<file path="src/rtl/wscr_pkg.sv">
// Package for the wake source configuration register bank.
// Assumes a register access port driven by the chip's SPI frame decoder.
package wscr_pkg;
   // ==========================================================
   // Register addresses (7-bit SPI address space)
   localparam logic [6:0] ADDR_INT_WAKE = 7'h06;
   localparam logic [6:0] ADDR_EXT_WAKE = 7'h07;
   localparam logic [6:0] ADDR_PULL = 7'h08;

   // ==========================================================
   // Field positions
   localparam int INT_T2_BIT = 7;
   localparam int INT_T1_BIT = 6;
   localparam int INT_WDH_BIT = 2;
   localparam int EXT_GLOBAL_BIT = 7;
   localparam int EXT_MEAS_BIT = 5;
   localparam int EXT_WK3_BIT = 2;
   localparam int EXT_WK2_BIT = 1;
   localparam int EXT_WK1_BIT = 0;
   localparam int WDCTL_LOW_BIT = 6;

   // ==========================================================
   // Writable masks, reset, restart and fail-safe values
   localparam logic [7:0] INT_WAKE_MASK = 8'hC4;
   localparam logic [7:0] EXT_WAKE_MASK = 8'hA7;
   localparam logic [7:0] PULL_MASK = 8'h3F;
   localparam logic [7:0] INT_WAKE_RESET = 8'h00;
   localparam logic [7:0] EXT_WAKE_RESET = 8'h07;
   localparam logic [7:0] PULL_RESET = 8'h00;
   localparam logic [7:0] EXT_RESTART_KEEP = 8'hA7;
   localparam logic [7:0] EXT_FAILSAFE_KEEP = 8'hA0;
   localparam logic [7:0] EXT_FAILSAFE_SET = 8'h07;

   // ==========================================================
   // Bus transceiver mode code meaning wake capable
   localparam logic [1:0] BUS_MODE_WAKE = 2'h1;

   typedef enum logic [1:0] {
      WSCR_PULL_NONE,
      WSCR_PULL_DOWN,
      WSCR_PULL_UP,
      WSCR_PULL_AUTO
   } wscr_pull_t;

   typedef struct packed {
      logic timer2;
      logic timer1;
      logic hv3;
      logic hv2;
      logic hv1;
      logic can;
      logic lin1;
      logic lin2;
   } wscr_wake_src_t;

   typedef struct packed {
      logic pd3;
      logic pu3;
      logic pd2;
      logic pu2;
      logic pd1;
      logic pu1;
      logic auto3;
      logic auto2;
      logic auto1;
   } wscr_pull_ctl_t;
endpackage : wscr_pkg

</file>
<file path="src/rtl/wscr_regs.sv">
// Wake source configuration register bank of the system basis device.
// Assumes reg_wr/reg_rd are one-cycle strobes from the SPI decoder on core_clk.
// Operation
// RULE1: Second cyclic timer wakes only while internal bit 7 is 1.
// RULE2: First cyclic timer wakes only while internal bit 6 is 1.
// RULE3: Reserved bits always read as 0.
// RULE4: Internal bit 2 is the high bit of the stop watchdog off code, writable by host and device.
// RULE5: Global bit 0 lets only wake events raise the interrupt, 1 lets all status bits raise it.
// RULE6: Measure select 1 enables measurement in normal mode and ignores inputs 1 and 2 enables.
// RULE7: External bits 2, 1, 0 enable wake inputs 3, 2, 1.
// RULE8: Power-on or soft reset loads the external register with 0x07.
// RULE9: Power-on or soft reset loads internal and pull registers with 0x00.
// RULE10: Restart clears external bits 6, 4 and 3 and keeps the rest.
// RULE11: Fail-safe entry forces the external register to x0x0 0111.
// RULE12: A transceiver whose mode field is wake capable acts as a wake source.
// RULE13: Each pull field decodes 00 none, 01 down, 10 up, 11 automatic.
// RULE14: Host ignores inputs 1 and 2 level bits while measurement is selected.
// RULE15: The low bit of the stop watchdog off code sits in watchdog control bit 6.
// RULE16: Host writes to reserved bits are ignored.
`timescale 1ns/100ps
module wscr_regs (
   input wire logic core_clk,
   input wire logic rst_b,
   input wire logic soft_reset,
   input wire logic restart,
   input wire logic failsafe_entry,
   input wire logic reg_wr,
   input wire logic reg_rd,
   input wire logic [6:0] reg_addr,
   input wire logic [7:0] reg_wdata,
   output logic [7:0] reg_rdata,
   output logic reg_hit,
   input wire logic wd_off_high_set,
   input wire logic wd_off_high_clr,
   input wire logic [7:0] watchdog_control,
   input wire logic [1:0] can_mode,
   input wire logic [1:0] lin1_mode,
   input wire logic [1:0] lin2_mode,
   input wire logic normal_mode,
   input wire logic wake_event,
   input wire logic status_event,
   output logic int_request,
   output wscr_pkg::wscr_wake_src_t wake_sources,
   output logic measure_enable,
   output logic [1:0] stop_watchdog_off_code,
   output wscr_pkg::wscr_pull_ctl_t pull_ctl
);
   // ==========================================================
   // Registers
   logic [7:0] internal_wake_control_r, internal_wake_control_nxt;
   logic [7:0] external_wake_control_r, external_wake_control_nxt;
   logic [7:0] wake_input_pull_control_r, wake_input_pull_control_nxt;
   logic [7:0] reg_rdata_nxt;
   logic reg_hit_nxt;

   function automatic logic [7:0] merge_write(input logic [7:0] old, input logic [7:0] wd,
                                              input logic [7:0] mask);
      merge_write = (old & ~mask) | (wd & mask);
   endfunction : merge_write

   function automatic logic [2:0] pull_decode(input logic [1:0] fld);
      wscr_pkg::wscr_pull_t p;
      p = wscr_pkg::wscr_pull_t'(fld);
      case (p)
         wscr_pkg::WSCR_PULL_DOWN: pull_decode = 3'b100;
         wscr_pkg::WSCR_PULL_UP: pull_decode = 3'b010;
         wscr_pkg::WSCR_PULL_AUTO: pull_decode = 3'b001;
         default: pull_decode = 3'b000;
      endcase
   endfunction : pull_decode

   // ==========================================================
   // Next-state logic
   always_comb begin
      logic [7:0] iw;
      iw = internal_wake_control_r;
      internal_wake_control_nxt = internal_wake_control_r;
      external_wake_control_nxt = external_wake_control_r;
      wake_input_pull_control_nxt = wake_input_pull_control_r;
      if (soft_reset) begin
         internal_wake_control_nxt = wscr_pkg::INT_WAKE_RESET; // RULE9
         external_wake_control_nxt = wscr_pkg::EXT_WAKE_RESET; // RULE8
         wake_input_pull_control_nxt = wscr_pkg::PULL_RESET; // RULE9
      end else if (failsafe_entry) begin
         // Fail-safe wins over a host write so the device can always be woken again
         external_wake_control_nxt = (external_wake_control_r & wscr_pkg::EXT_FAILSAFE_KEEP)
                                     | wscr_pkg::EXT_FAILSAFE_SET; // RULE11
      end else if (restart) begin
         external_wake_control_nxt = external_wake_control_r & wscr_pkg::EXT_RESTART_KEEP; // RULE10
      end else begin
         if (reg_wr && reg_addr == wscr_pkg::ADDR_INT_WAKE) begin
            iw = merge_write(iw, reg_wdata, wscr_pkg::INT_WAKE_MASK); // RULE16
         end
         if (reg_wr && reg_addr == wscr_pkg::ADDR_EXT_WAKE) begin
            external_wake_control_nxt = merge_write(external_wake_control_r, reg_wdata,
                                                    wscr_pkg::EXT_WAKE_MASK); // RULE16
         end
         if (reg_wr && reg_addr == wscr_pkg::ADDR_PULL) begin
            wake_input_pull_control_nxt = merge_write(wake_input_pull_control_r, reg_wdata,
                                                      wscr_pkg::PULL_MASK); // RULE16
         end
         // Device update of the watchdog code bit beats a same-cycle host write
         if (wd_off_high_set) begin
            iw[wscr_pkg::INT_WDH_BIT] = 1'b1; // RULE4
         end else if (wd_off_high_clr) begin
            iw[wscr_pkg::INT_WDH_BIT] = 1'b0; // RULE4
         end
         internal_wake_control_nxt = iw;
      end
   end

   // Read path: registered data, unmapped addresses read zero
   always_comb begin
      reg_rdata_nxt = 8'h00;
      reg_hit_nxt = 1'b0;
      if (reg_rd) begin
         case (reg_addr)
            wscr_pkg::ADDR_INT_WAKE: begin
               reg_rdata_nxt = internal_wake_control_r & wscr_pkg::INT_WAKE_MASK; // RULE3
               reg_hit_nxt = 1'b1;
            end
            wscr_pkg::ADDR_EXT_WAKE: begin
               reg_rdata_nxt = external_wake_control_r & wscr_pkg::EXT_WAKE_MASK; // RULE3
               reg_hit_nxt = 1'b1;
            end
            wscr_pkg::ADDR_PULL: begin
               reg_rdata_nxt = wake_input_pull_control_r & wscr_pkg::PULL_MASK; // RULE3
               reg_hit_nxt = 1'b1;
            end
            default: begin
               reg_rdata_nxt = 8'h00;
               reg_hit_nxt = 1'b0;
            end
         endcase
      end
   end

   always_ff @(posedge core_clk or negedge rst_b) begin
      if (!rst_b) begin
         internal_wake_control_r <= wscr_pkg::INT_WAKE_RESET; // RULE9
         external_wake_control_r <= wscr_pkg::EXT_WAKE_RESET; // RULE8
         wake_input_pull_control_r <= wscr_pkg::PULL_RESET; // RULE9
         reg_rdata <= 8'h00;
         reg_hit <= 1'b0;
      end else begin
         internal_wake_control_r <= internal_wake_control_nxt;
         external_wake_control_r <= external_wake_control_nxt;
         wake_input_pull_control_r <= wake_input_pull_control_nxt;
         reg_rdata <= reg_rdata_nxt;
         reg_hit <= reg_hit_nxt;
      end
   end

   // ==========================================================
   // Decoded controls
   logic meas_sel;
   logic [2:0] p1, p2, p3;
   assign meas_sel = external_wake_control_r[wscr_pkg::EXT_MEAS_BIT];
   assign wake_sources.timer2 = internal_wake_control_r[wscr_pkg::INT_T2_BIT]; // RULE1
   assign wake_sources.timer1 = internal_wake_control_r[wscr_pkg::INT_T1_BIT]; // RULE2
   assign wake_sources.hv3 = external_wake_control_r[wscr_pkg::EXT_WK3_BIT]; // RULE7
   // Measurement takes inputs 1 and 2 away from wake; their level bits are then meaningless
   assign wake_sources.hv2 = external_wake_control_r[wscr_pkg::EXT_WK2_BIT] & ~meas_sel; // RULE6 RULE7
   assign wake_sources.hv1 = external_wake_control_r[wscr_pkg::EXT_WK1_BIT] & ~meas_sel; // RULE6 RULE7
   assign wake_sources.can = (can_mode == wscr_pkg::BUS_MODE_WAKE); // RULE12
   assign wake_sources.lin1 = (lin1_mode == wscr_pkg::BUS_MODE_WAKE); // RULE12
   assign wake_sources.lin2 = (lin2_mode == wscr_pkg::BUS_MODE_WAKE); // RULE12
   assign measure_enable = meas_sel & normal_mode; // RULE6
   assign stop_watchdog_off_code = {internal_wake_control_r[wscr_pkg::INT_WDH_BIT],
                                    watchdog_control[wscr_pkg::WDCTL_LOW_BIT]}; // RULE4 RULE15
   // Combinational from the registered global bit; status inputs are same-domain
   assign int_request = wake_event
                        | (external_wake_control_r[wscr_pkg::EXT_GLOBAL_BIT] & status_event); // RULE5
   assign p1 = pull_decode(wake_input_pull_control_r[1:0]); // RULE13
   assign p2 = pull_decode(wake_input_pull_control_r[3:2]); // RULE13
   assign p3 = pull_decode(wake_input_pull_control_r[5:4]); // RULE13
   assign pull_ctl = {p3[2], p3[1], p2[2], p2[1], p1[2], p1[1], p3[0], p2[0], p1[0]};

   // ==========================================================
   // Assertions: wake sources and measure enable
   // Host write that no reset, restart or fail-safe overrides in the same cycle
   logic wr_taken;
   assign wr_taken = reg_wr & ~soft_reset & ~failsafe_entry & ~restart;
   AST_T2_WAKE: assert property (@(posedge core_clk) disable iff (!rst_b) // RULE1
      wr_taken && reg_addr == wscr_pkg::ADDR_INT_WAKE |=>
      wake_sources.timer2 == $past(reg_wdata[wscr_pkg::INT_T2_BIT]))
      else $error("timer2 enable lost");
   AST_T2_OFF: assert property (@(posedge core_clk) disable iff (!rst_b) // RULE1
      !internal_wake_control_r[wscr_pkg::INT_T2_BIT] |-> !wake_sources.timer2)
      else $error("timer2 wakes while off");
   AST_T1_WAKE: assert property (@(posedge core_clk) disable iff (!rst_b) // RULE2
      wr_taken && reg_addr == wscr_pkg::ADDR_INT_WAKE |=>
      wake_sources.timer1 == $past(reg_wdata[wscr_pkg::INT_T1_BIT]))
      else $error("timer1 enable lost");
   AST_T1_OFF: assert property (@(posedge core_clk) disable iff (!rst_b) // RULE2
      !internal_wake_control_r[wscr_pkg::INT_T1_BIT] |-> !wake_sources.timer1)
      else $error("timer1 wakes while off");
   AST_HV3_WAKE: assert property (@(posedge core_clk) disable iff (!rst_b) // RULE7
      wr_taken && reg_addr == wscr_pkg::ADDR_EXT_WAKE |=>
      wake_sources.hv3 == $past(reg_wdata[wscr_pkg::EXT_WK3_BIT]))
      else $error("input 3 enable lost");
   AST_HV12_WAKE: assert property (@(posedge core_clk) disable iff (!rst_b) // RULE7
      wr_taken && reg_addr == wscr_pkg::ADDR_EXT_WAKE && !reg_wdata[wscr_pkg::EXT_MEAS_BIT] |=>
      wake_sources.hv2 == $past(reg_wdata[wscr_pkg::EXT_WK2_BIT])
      && wake_sources.hv1 == $past(reg_wdata[wscr_pkg::EXT_WK1_BIT]))
      else $error("input 1/2 enable lost");
   AST_MEAS_MASK: assert property (@(posedge core_clk) disable iff (!rst_b) // RULE6
      meas_sel |-> !wake_sources.hv1 && !wake_sources.hv2)
      else $error("wake 1/2 active under measure");
   AST_MEAS_ON: assert property (@(posedge core_clk) disable iff (!rst_b) // RULE6
      measure_enable == (meas_sel && normal_mode))
      else $error("measure enable wrong");
   AST_BUS_WAKE: assert property (@(posedge core_clk) disable iff (!rst_b) // RULE12
      wake_sources.can == (can_mode == 2'h1) && wake_sources.lin1 == (lin1_mode == 2'h1)
      && wake_sources.lin2 == (lin2_mode == 2'h1))
      else $error("bus wake source wrong");

   // ==========================================================
   // Assertions: interrupt scope and stop watchdog code
   AST_INT_SCOPE: assert property (@(posedge core_clk) disable iff (!rst_b) // RULE5
      !external_wake_control_r[wscr_pkg::EXT_GLOBAL_BIT] && !wake_event |-> !int_request)
      else $error("interrupt outside scope");
   AST_INT_WAKE: assert property (@(posedge core_clk) disable iff (!rst_b) // RULE5
      wake_event |-> int_request)
      else $error("wake event without interrupt");
   AST_INT_GLOBAL: assert property (@(posedge core_clk) disable iff (!rst_b) // RULE5
      external_wake_control_r[wscr_pkg::EXT_GLOBAL_BIT] && status_event |-> int_request)
      else $error("status event without interrupt");
   AST_WD_SET: assert property (@(posedge core_clk) disable iff (!rst_b) // RULE4
      wd_off_high_set && !soft_reset && !failsafe_entry && !restart |=> stop_watchdog_off_code[1])
      else $error("watchdog code bit not set");
   AST_WD_CLR: assert property (@(posedge core_clk) disable iff (!rst_b) // RULE4
      wd_off_high_clr && !wd_off_high_set && !soft_reset && !failsafe_entry && !restart |=>
      !stop_watchdog_off_code[1])
      else $error("watchdog code bit not cleared");
   AST_WD_HOST: assert property (@(posedge core_clk) disable iff (!rst_b) // RULE4
      wr_taken && reg_addr == wscr_pkg::ADDR_INT_WAKE && !wd_off_high_set && !wd_off_high_clr |=>
      stop_watchdog_off_code[1] == $past(reg_wdata[wscr_pkg::INT_WDH_BIT]))
      else $error("watchdog code write lost");
   AST_WD_LOW: assert property (@(posedge core_clk) disable iff (!rst_b) // RULE15
      stop_watchdog_off_code[0] == watchdog_control[wscr_pkg::WDCTL_LOW_BIT])
      else $error("watchdog code low bit wrong");

   // ==========================================================
   // Assertions: soft reset, restart and fail-safe
   AST_SOFT_RESET: assert property (@(posedge core_clk) disable iff (!rst_b) // RULE8 RULE9
      soft_reset |=> external_wake_control_r == wscr_pkg::EXT_WAKE_RESET
      && internal_wake_control_r == wscr_pkg::INT_WAKE_RESET && wake_input_pull_control_r == wscr_pkg::PULL_RESET)
      else $error("soft reset values wrong");
   AST_RESTART: assert property (@(posedge core_clk) disable iff (!rst_b) // RULE10
      restart && !soft_reset && !failsafe_entry |=>
      external_wake_control_r == ($past(external_wake_control_r) & wscr_pkg::EXT_RESTART_KEEP))
      else $error("restart wrong");
   AST_FAILSAFE: assert property (@(posedge core_clk) disable iff (!rst_b) // RULE11
      failsafe_entry && !soft_reset |=>
      external_wake_control_r[6:0] == {1'b0, $past(external_wake_control_r[5]), 5'b00111})
      else $error("fail-safe value wrong");
   AST_FAILSAFE_TOP: assert property (@(posedge core_clk) disable iff (!rst_b) // RULE11
      failsafe_entry && !soft_reset |=> external_wake_control_r[7] == $past(external_wake_control_r[7]))
      else $error("fail-safe lost global bit");
   AST_FAILSAFE_WAKE: assert property (@(posedge core_clk) disable iff (!rst_b) // RULE11
      failsafe_entry && !soft_reset |=> wake_sources.hv3)
      else $error("fail-safe left input 3 off");

   // ==========================================================
   // Assertions: read path, reserved bits and pull decode
   AST_RSVD_READ: assert property (@(posedge core_clk) disable iff (!rst_b) // RULE3
      reg_rd && reg_addr == wscr_pkg::ADDR_EXT_WAKE |=> reg_rdata[6] == 1'b0 && reg_rdata[4:3] == 2'h0)
      else $error("reserved bit read nonzero");
   AST_RSVD_READ_INT: assert property (@(posedge core_clk) disable iff (!rst_b) // RULE3
      reg_rd && reg_addr == wscr_pkg::ADDR_INT_WAKE |=>
      reg_rdata[5:3] == 3'h0 && reg_rdata[1:0] == 2'h0)
      else $error("reserved internal bit read nonzero");
   AST_RSVD_READ_PULL: assert property (@(posedge core_clk) disable iff (!rst_b) // RULE3
      reg_rd && reg_addr == wscr_pkg::ADDR_PULL |=> reg_rdata[7:6] == 2'h0)
      else $error("reserved pull bit read nonzero");
   AST_UNMAPPED: assert property (@(posedge core_clk) disable iff (!rst_b) // RULE3
      reg_rd && reg_addr != wscr_pkg::ADDR_INT_WAKE && reg_addr != wscr_pkg::ADDR_EXT_WAKE
      && reg_addr != wscr_pkg::ADDR_PULL |=> reg_rdata == 8'h00 && !reg_hit)
      else $error("unmapped read not zero");
   AST_RSVD_WRITE: assert property (@(posedge core_clk) disable iff (!rst_b) // RULE16
      (wake_input_pull_control_r[7:6] == 2'b00)[*2])
      else $error("reserved pull bits stored");
   AST_RSVD_STORE: assert property (@(posedge core_clk) disable iff (!rst_b) // RULE16
      internal_wake_control_r[5:3] == 3'h0 && internal_wake_control_r[1:0] == 2'h0
      && external_wake_control_r[6] == 1'b0 && external_wake_control_r[4:3] == 2'h0)
      else $error("reserved bits stored");
   AST_PULL_ONEHOT: assert property (@(posedge core_clk) disable iff (!rst_b) // RULE13
      $onehot0({pull_ctl.pd1, pull_ctl.pu1, pull_ctl.auto1}) && $onehot0({pull_ctl.pd2, pull_ctl.pu2, pull_ctl.auto2})
      && $onehot0({pull_ctl.pd3, pull_ctl.pu3, pull_ctl.auto3}))
      else $error("pull controls clash");
   AST_PULL_DECODE1: assert property (@(posedge core_clk) disable iff (!rst_b) // RULE13
      pull_ctl.pd1 == (wake_input_pull_control_r[1:0] == 2'h1)
      && pull_ctl.pu1 == (wake_input_pull_control_r[1:0] == 2'h2)
      && pull_ctl.auto1 == (wake_input_pull_control_r[1:0] == 2'h3))
      else $error("pull field 1 decode wrong");
   AST_PULL_DECODE2: assert property (@(posedge core_clk) disable iff (!rst_b) // RULE13
      pull_ctl.pd2 == (wake_input_pull_control_r[3:2] == 2'h1)
      && pull_ctl.pu2 == (wake_input_pull_control_r[3:2] == 2'h2)
      && pull_ctl.auto2 == (wake_input_pull_control_r[3:2] == 2'h3))
      else $error("pull field 2 decode wrong");
   AST_PULL_DECODE3: assert property (@(posedge core_clk) disable iff (!rst_b) // RULE13
      pull_ctl.pd3 == (wake_input_pull_control_r[5:4] == 2'h1)
      && pull_ctl.pu3 == (wake_input_pull_control_r[5:4] == 2'h2)
      && pull_ctl.auto3 == (wake_input_pull_control_r[5:4] == 2'h3))
      else $error("pull field 3 decode wrong");

   // ==========================================================
   // Covers of the main scenarios
   COV_MEAS: cover property (@(posedge core_clk) disable iff (!rst_b) measure_enable);
   COV_FAILSAFE: cover property (@(posedge core_clk) disable iff (!rst_b) failsafe_entry ##2 reg_rd);
   COV_GLOBAL_INT: cover property (@(posedge core_clk) disable iff (!rst_b)
      int_request && !wake_event);
   COV_WD_BOTH: cover property (@(posedge core_clk) disable iff (!rst_b) wd_off_high_set && wd_off_high_clr);
   COV_FAILSAFE_WRITE: cover property (@(posedge core_clk) disable iff (!rst_b) failsafe_entry && reg_wr);
endmodule : wscr_regs

</file>
<file path="config.mk">
export PLATFORM = sky130hd
export DESIGN_NAME = wscr_regs
export DESIGN_NICKNAME = d
export VERILOG_FILES = /design/src/rtl/wscr_pkg.sv /design/src/rtl/wscr_regs.sv
export SDC_FILE = /design/constraint.sdc
export NUM_CORES = 1
export LEC_CHECK = 0
export BUFFER_PORTS_ARGS = -buffer_cell sky130_fd_sc_hd__buf_2
export CORE_ASPECT_RATIO = 1.75
export CORE_UTILIZATION = 38
export DETAILED_ROUTE_END_ITERATION = 10
export PLACE_DENSITY = 0.75
export SLEW_MARGIN = 20
export SYNTH_ARGS = -nofsm -noshare
export SYNTH_HDL_FRONTEND = slang
export SYNTH_SLANG_ARGS = --single-unit
</file>
<file path="constraint.sdc">
create_clock -name core_clk -period 1 [get_ports core_clk]
set_clock_uncertainty 0.15 [all_clocks]
set_input_delay 0.05 -clock core_clk [delete_from_list [all_inputs] [get_ports core_clk]]
set_output_delay 0.05 -clock core_clk [all_outputs]
set_load 0.01 [all_outputs]
</file>
# Word level (Yosys, flattened, before mapping)

Cells that the tools add are included.

Register bits after elaboration: 33
Bits in latches: 0
Memory bits (writable): 0
Bits in read-only memories: 0
Logic and storage cells: 71
Memories kept: 0

Add/sub/neg operators: 0
Multiply operators: 0
Divide/modulo/power cells: 0
Order comparisons: 0
Eq/ne operators: 18
Shift operators: 0
Muxes and demuxes: 21
Bitwise logic cells: 9
Reduce and logical (&&, ||, !) cells: 15

Operator list:

| operator           | number |
|---|---|
| $mux 8             | 13 |
| $pmux 3 s3         | 3 |
| $pmux 8 s3         | 1 |
| $eq 7x3->1 const B | 2 |
| $eq 2x1->1 const B | 6 |
| $eq 2x2->1 const B | 6 |
| $reduce_and 3->1   | 4 |
| $or 6x8->8         | 1 |
| $or 7x8->8         | 1 |
| $or 8x6->8         | 1 |
| $reduce_bool 4->1  | 2 |
| $eq 7x4->1 const B | 1 |
| $reduce_bool 2->1  | 3 |
| $and 1x1->1        | 4 |
| $mux 1             | 4 |
| $ne 2x2->1 const B | 2 |
| $logic_and 1x1->1  | 3 |
| $ne 3x2->1 const B | 1 |
| $reduce_bool 3->1  | 1 |
| $reduce_or 3->1    | 1 |
| $reduce_and 2->1   | 1 |
| $not 1->1          | 1 |
| $or 1x1->1         | 1 |

# Logic depth before layout (Yosys ltp)

Word-level depth: 8
Gate-level depth with buffers: 6

# Worst setup path after synthesis

Ideal clock, no wire load.

Kind: in2reg
Start: input port reg_addr[3]
End: register internal_wake_control_r[2]
Setup time: 0.126 ns
Arrival time: 0.874 ns
Required time: 0.724 ns
Slack: -0.150 ns
Stages on the path: 4
Buffers on the path: 1
Cells stage by stage: and3b_1 > buf_2 > nand4b_1 > o311a_1

Longest elaborated chain between the ends: 4

RTL lines:

| item                               | line             | text |
|---|---|---|
| start, declared                    | wscr_regs.sv:29  | `input wire logic [6:0] reg_addr,` |
| $eq 7x3->1                         | wscr_regs.sv:91  | `if (reg_wr && reg_addr == wscr_pkg::ADDR_INT_WAKE) begin` |
| $logic_and 1x1->1                  | wscr_regs.sv:91  |  |
| $reduce_bool 4->1 (no source line) | --               |  |
| $reduce_and 3->1 (no source line)  | --               |  |
| end signal, assigned               | wscr_regs.sv:140 | `internal_wake_control_r <= wscr_pkg::INT_WAKE_RESET;` |
| end signal, assigned               | wscr_regs.sv:146 | `internal_wake_control_r <= internal_wake_control_nxt;` |
| end, declared                      | wscr_regs.sv:50  | `logic [7:0] internal_wake_control_r, internal_wake_control_nxt;` |

No other way between the ends.
A chain may end at the register's enable or synchronous reset.

==> flow_summary_export.csv <==
group,metric,value,unit
clocking,clockRootBuffer,"clkbuf_8",
timing,grt_setup_unrepaired,"yes",
setup_path,critPathMaxFanout,2,
clocking,clk_latency,0.27,ns
place,placed_cell_area,0.00157,sq mm
finish,syn2layout_area_growth,79.5,%
timing,hold_viol_final,11,
timing,setup_viol,32,
run_status,failed_checks,"DRC, hold timing, setup timing",
place,dp.cells,208,
synthesis,synth_top_area_share,42.7,%
synthesis,netlist_top_cells_area,"dfrtp_1 43%, dfstp_2 6.7%, nor2b_1 6.4%",
place,gp_congestion,0.824,
detailed_routing,via_per_inst,5.47,
detailed_routing,dr_total_vias,1362,
timing,period_share,127,%
run_status,status,"complete, but fails checks",
synthesis,synthMuxAreaShare,6.08,%
place,place_ws,-0.438,ns
setup_path,endpoint_kind,"output port",
synthesis,synth_simple_gate_area_share,29.9,%
timing,worst_pin_slew,0.522,ns
grt,first_global_vias,1235,
synthesis,syn_nets,157,
power_and_ir_drop,total_power,1.83,mW
synthesis,syn_inst,116,
grt,gr-usage-all-layers,22.7,%
synthesis,synth_top_family_by_area,"simple AND/OR/NAND/NOR gates",
die,fp-row-count,26,
setup_path,rrSetupSlack,-0.14,ns
grt,grt_start_max_net_pins,24,
timing,postLayoutSetupSlackWorst,-0.267,ns
power_and_ir_drop,p_leak,1.11,nW
die,die-width,44.0,um
timing,clock.fmax,0.789,GHz
synthesis,synthFlopType,"dfrtp_1",
clocking,cts_tree,"done",
grt,antenna_found_initial,0,
synthesis,synth.yosys.warnings,0,
timing,fin_hold_ws,-0.0530,ns
finish,post-route-cell-area,0.00210,sq mm
setup_path,rr_worst_depth,3,
synthesis,synthDistinctLibCells,32,
timing,slew_violations,0,
setup_path,start_kind,"register",
synthesis,synth_edf_count,0,
detailed_routing,drc_errors,6,
worst_hold_path,hold_path.class,"input port to register",
power_and_ir_drop,power.density,868,mW/mm^2
place,io_buffers,61,
timing,tns,-3.84,ns
die,dieArea,0.00332,sq mm
synthesis,synth.avg_cell_area,10.1,sq um
die,core_area,0.00293,sq mm
synthesis,synth-async-reset-ratio,100,%
die,start_util,40.0,%
setup_path,crit_required,0.80,ns
synthesis,synth-adder-area-share,0,%
setup_path,critPathKind,"register to output port",
detailed_routing,drt_wl_total,4060,um
clocking,postCtsHoldBufs,10,
setup_path,r2r_end,"reg_rdata[2]",
grt,grt_overflow_total,0,
synthesis,synthXorXnorAreaFrac,0,%
timing,post-route-min-period,1.27,ns
flow_run,maxCapViolCount,0,
worst_hold_path,min_path_cells,2,
power_and_ir_drop,ir_worst_vdd,704,uV
worst_hold_path,min_from,"wd_off_high_set",
clocking,ctsLongestPathBuffers,2,
finish,diodes,0,
synthesis,yosysMostFrequentCell,"dfrtp_1",
grt,grt_pass1_wl,5490,um
detailed_routing,dr.pass1.iters,7,
worst_hold_path,min_to,"internal_wake_control_r[2]",
detailed_routing,postRouteAntennaNets,0,
synthesis,ys_ff_latch,23,
finish,final_util,71.9,%
finish,layout.cells.non_filler,249,
setup_path,crit_arrival,1.07,ns
clocking,clock-sinks,23,
die,die_h,75.5,um
synthesis,yosys.area.top_type,"dfrtp_1",
place,dp_hpwl,2400,um
synthesis,synth_compound_area_share,9.07,%
die,io_pins,71,
finish,drive_above_1_share,61.1,%
synthesis,synth_seq_area_share,49.4,%
detailed_routing,drt_iter0_drc,57,
finish,layout.nets,263,
detailed_routing,drt-wirelength-per-cell,16.3,um
setup_path,reg2reg_from,"internal_wake_control_r[2]",
clocking,cts_buffers,3,
timing,relSlewSlack,65.2,%
setup_path,crit_start,"external_wake_control_r[1]",
synthesis,yosys-top-cells-count,"20 x dfrtp_1, 13 x nand2_1, 12 x nor2b_1, 9 x nand3_1",
clocking,cts.clk_slew.worst_paths,0.09,ns
clocking,htreeDepth,1,
synthesis,syn-cell-area,0.00117,sq mm
==> layer usage <==
layer	vias up	share of wire, %	wire (um)	track usage, %
met2	80	54	2210	40.3
met3	17	6.3	256	3.55
li1	609	-	-	-
met4	0	4.2	172	14.8
met5	-	0	0	0
met1	656	35	1420	24.6
==> worst max-delay path by stage <==
stage                     depth (start not counted)  slack, ns                           end
after floorplan                                   6      -0.14  wake_input_pull_control_r[0]
after global placement                            6      -0.35  wake_input_pull_control_r[0]
after detailed placement                          6      -0.44  wake_input_pull_control_r[0]
after CTS                                         2      -0.27               wake_sources[4]
after global routing                              2      -0.30               wake_sources[3]
final                                             2      -0.27               wake_sources[4]
==> layout by cell type (no fill, tap or decap), drive strengths merged, types with 2 or more instances in the layout <==
cell / count
a21oi: 8
a22oi: 4
and2: 6
and3: 3
buf: 97
clkbuf: 4
dfrtp: 20
dfstp: 3
dlygate4sd3: 10
inv: 2
mux2i: 6
nand2: 13
nand3: 9
nand4: 2
nor2: 8
nor2b: 12
nor3: 3
==> cells by family after synthesis <==
group | after synthesis
AND/OR/NAND/NOR | 60
AO/OA/AOI/OAI | 17
flip-flops | 23
buffers and inverters | 9
multiplexers | 7
==> registers in the layout, summed over array words and instances, names as in the netlist <==
signal,flops
external_wake_control_r,5
internal_wake_control_r,3
reg_hit,1
reg_rdata,8
wake_input_pull_control_r,6
==> repair_timing <==
action,4_1_cts,5_1_grt
resized for setup,13,27
endpoints found under the setup margin,32,36
pin swaps,11,14
hold endpoints to repair,38,10
gates cloned,1,0
buffers inserted,20,7
==> power breakdown <==
| part | switching [mW] | total [mW] | internal (mW) | leakage [nW] |
|---|---|---|---|---|
| clock network | 0.306 | 0.590 | 0.284 | 0.0228 |
| registers | 0.00336 | 0.936 | 0.933 | 0.307 |
| logic | 0.140 | 0.301 | 0.160 | 0.778 |
==> area by class of cell <==
class                   instances  area (sq um)
clock buffers                   4          45.0
fillers                       180           823
inverters                       2          7.51
multi-input cells              85           683
flip-flops and latches         23           582
well taps                      28          35.0
repair buffers                107           752
==> critical path, stage by stage (launching register included) <==
cell     delay, ns
dfstp_2       0.56
nor2b_4       0.14
buf_6         0.10
(Power assumes the default switching activity.)
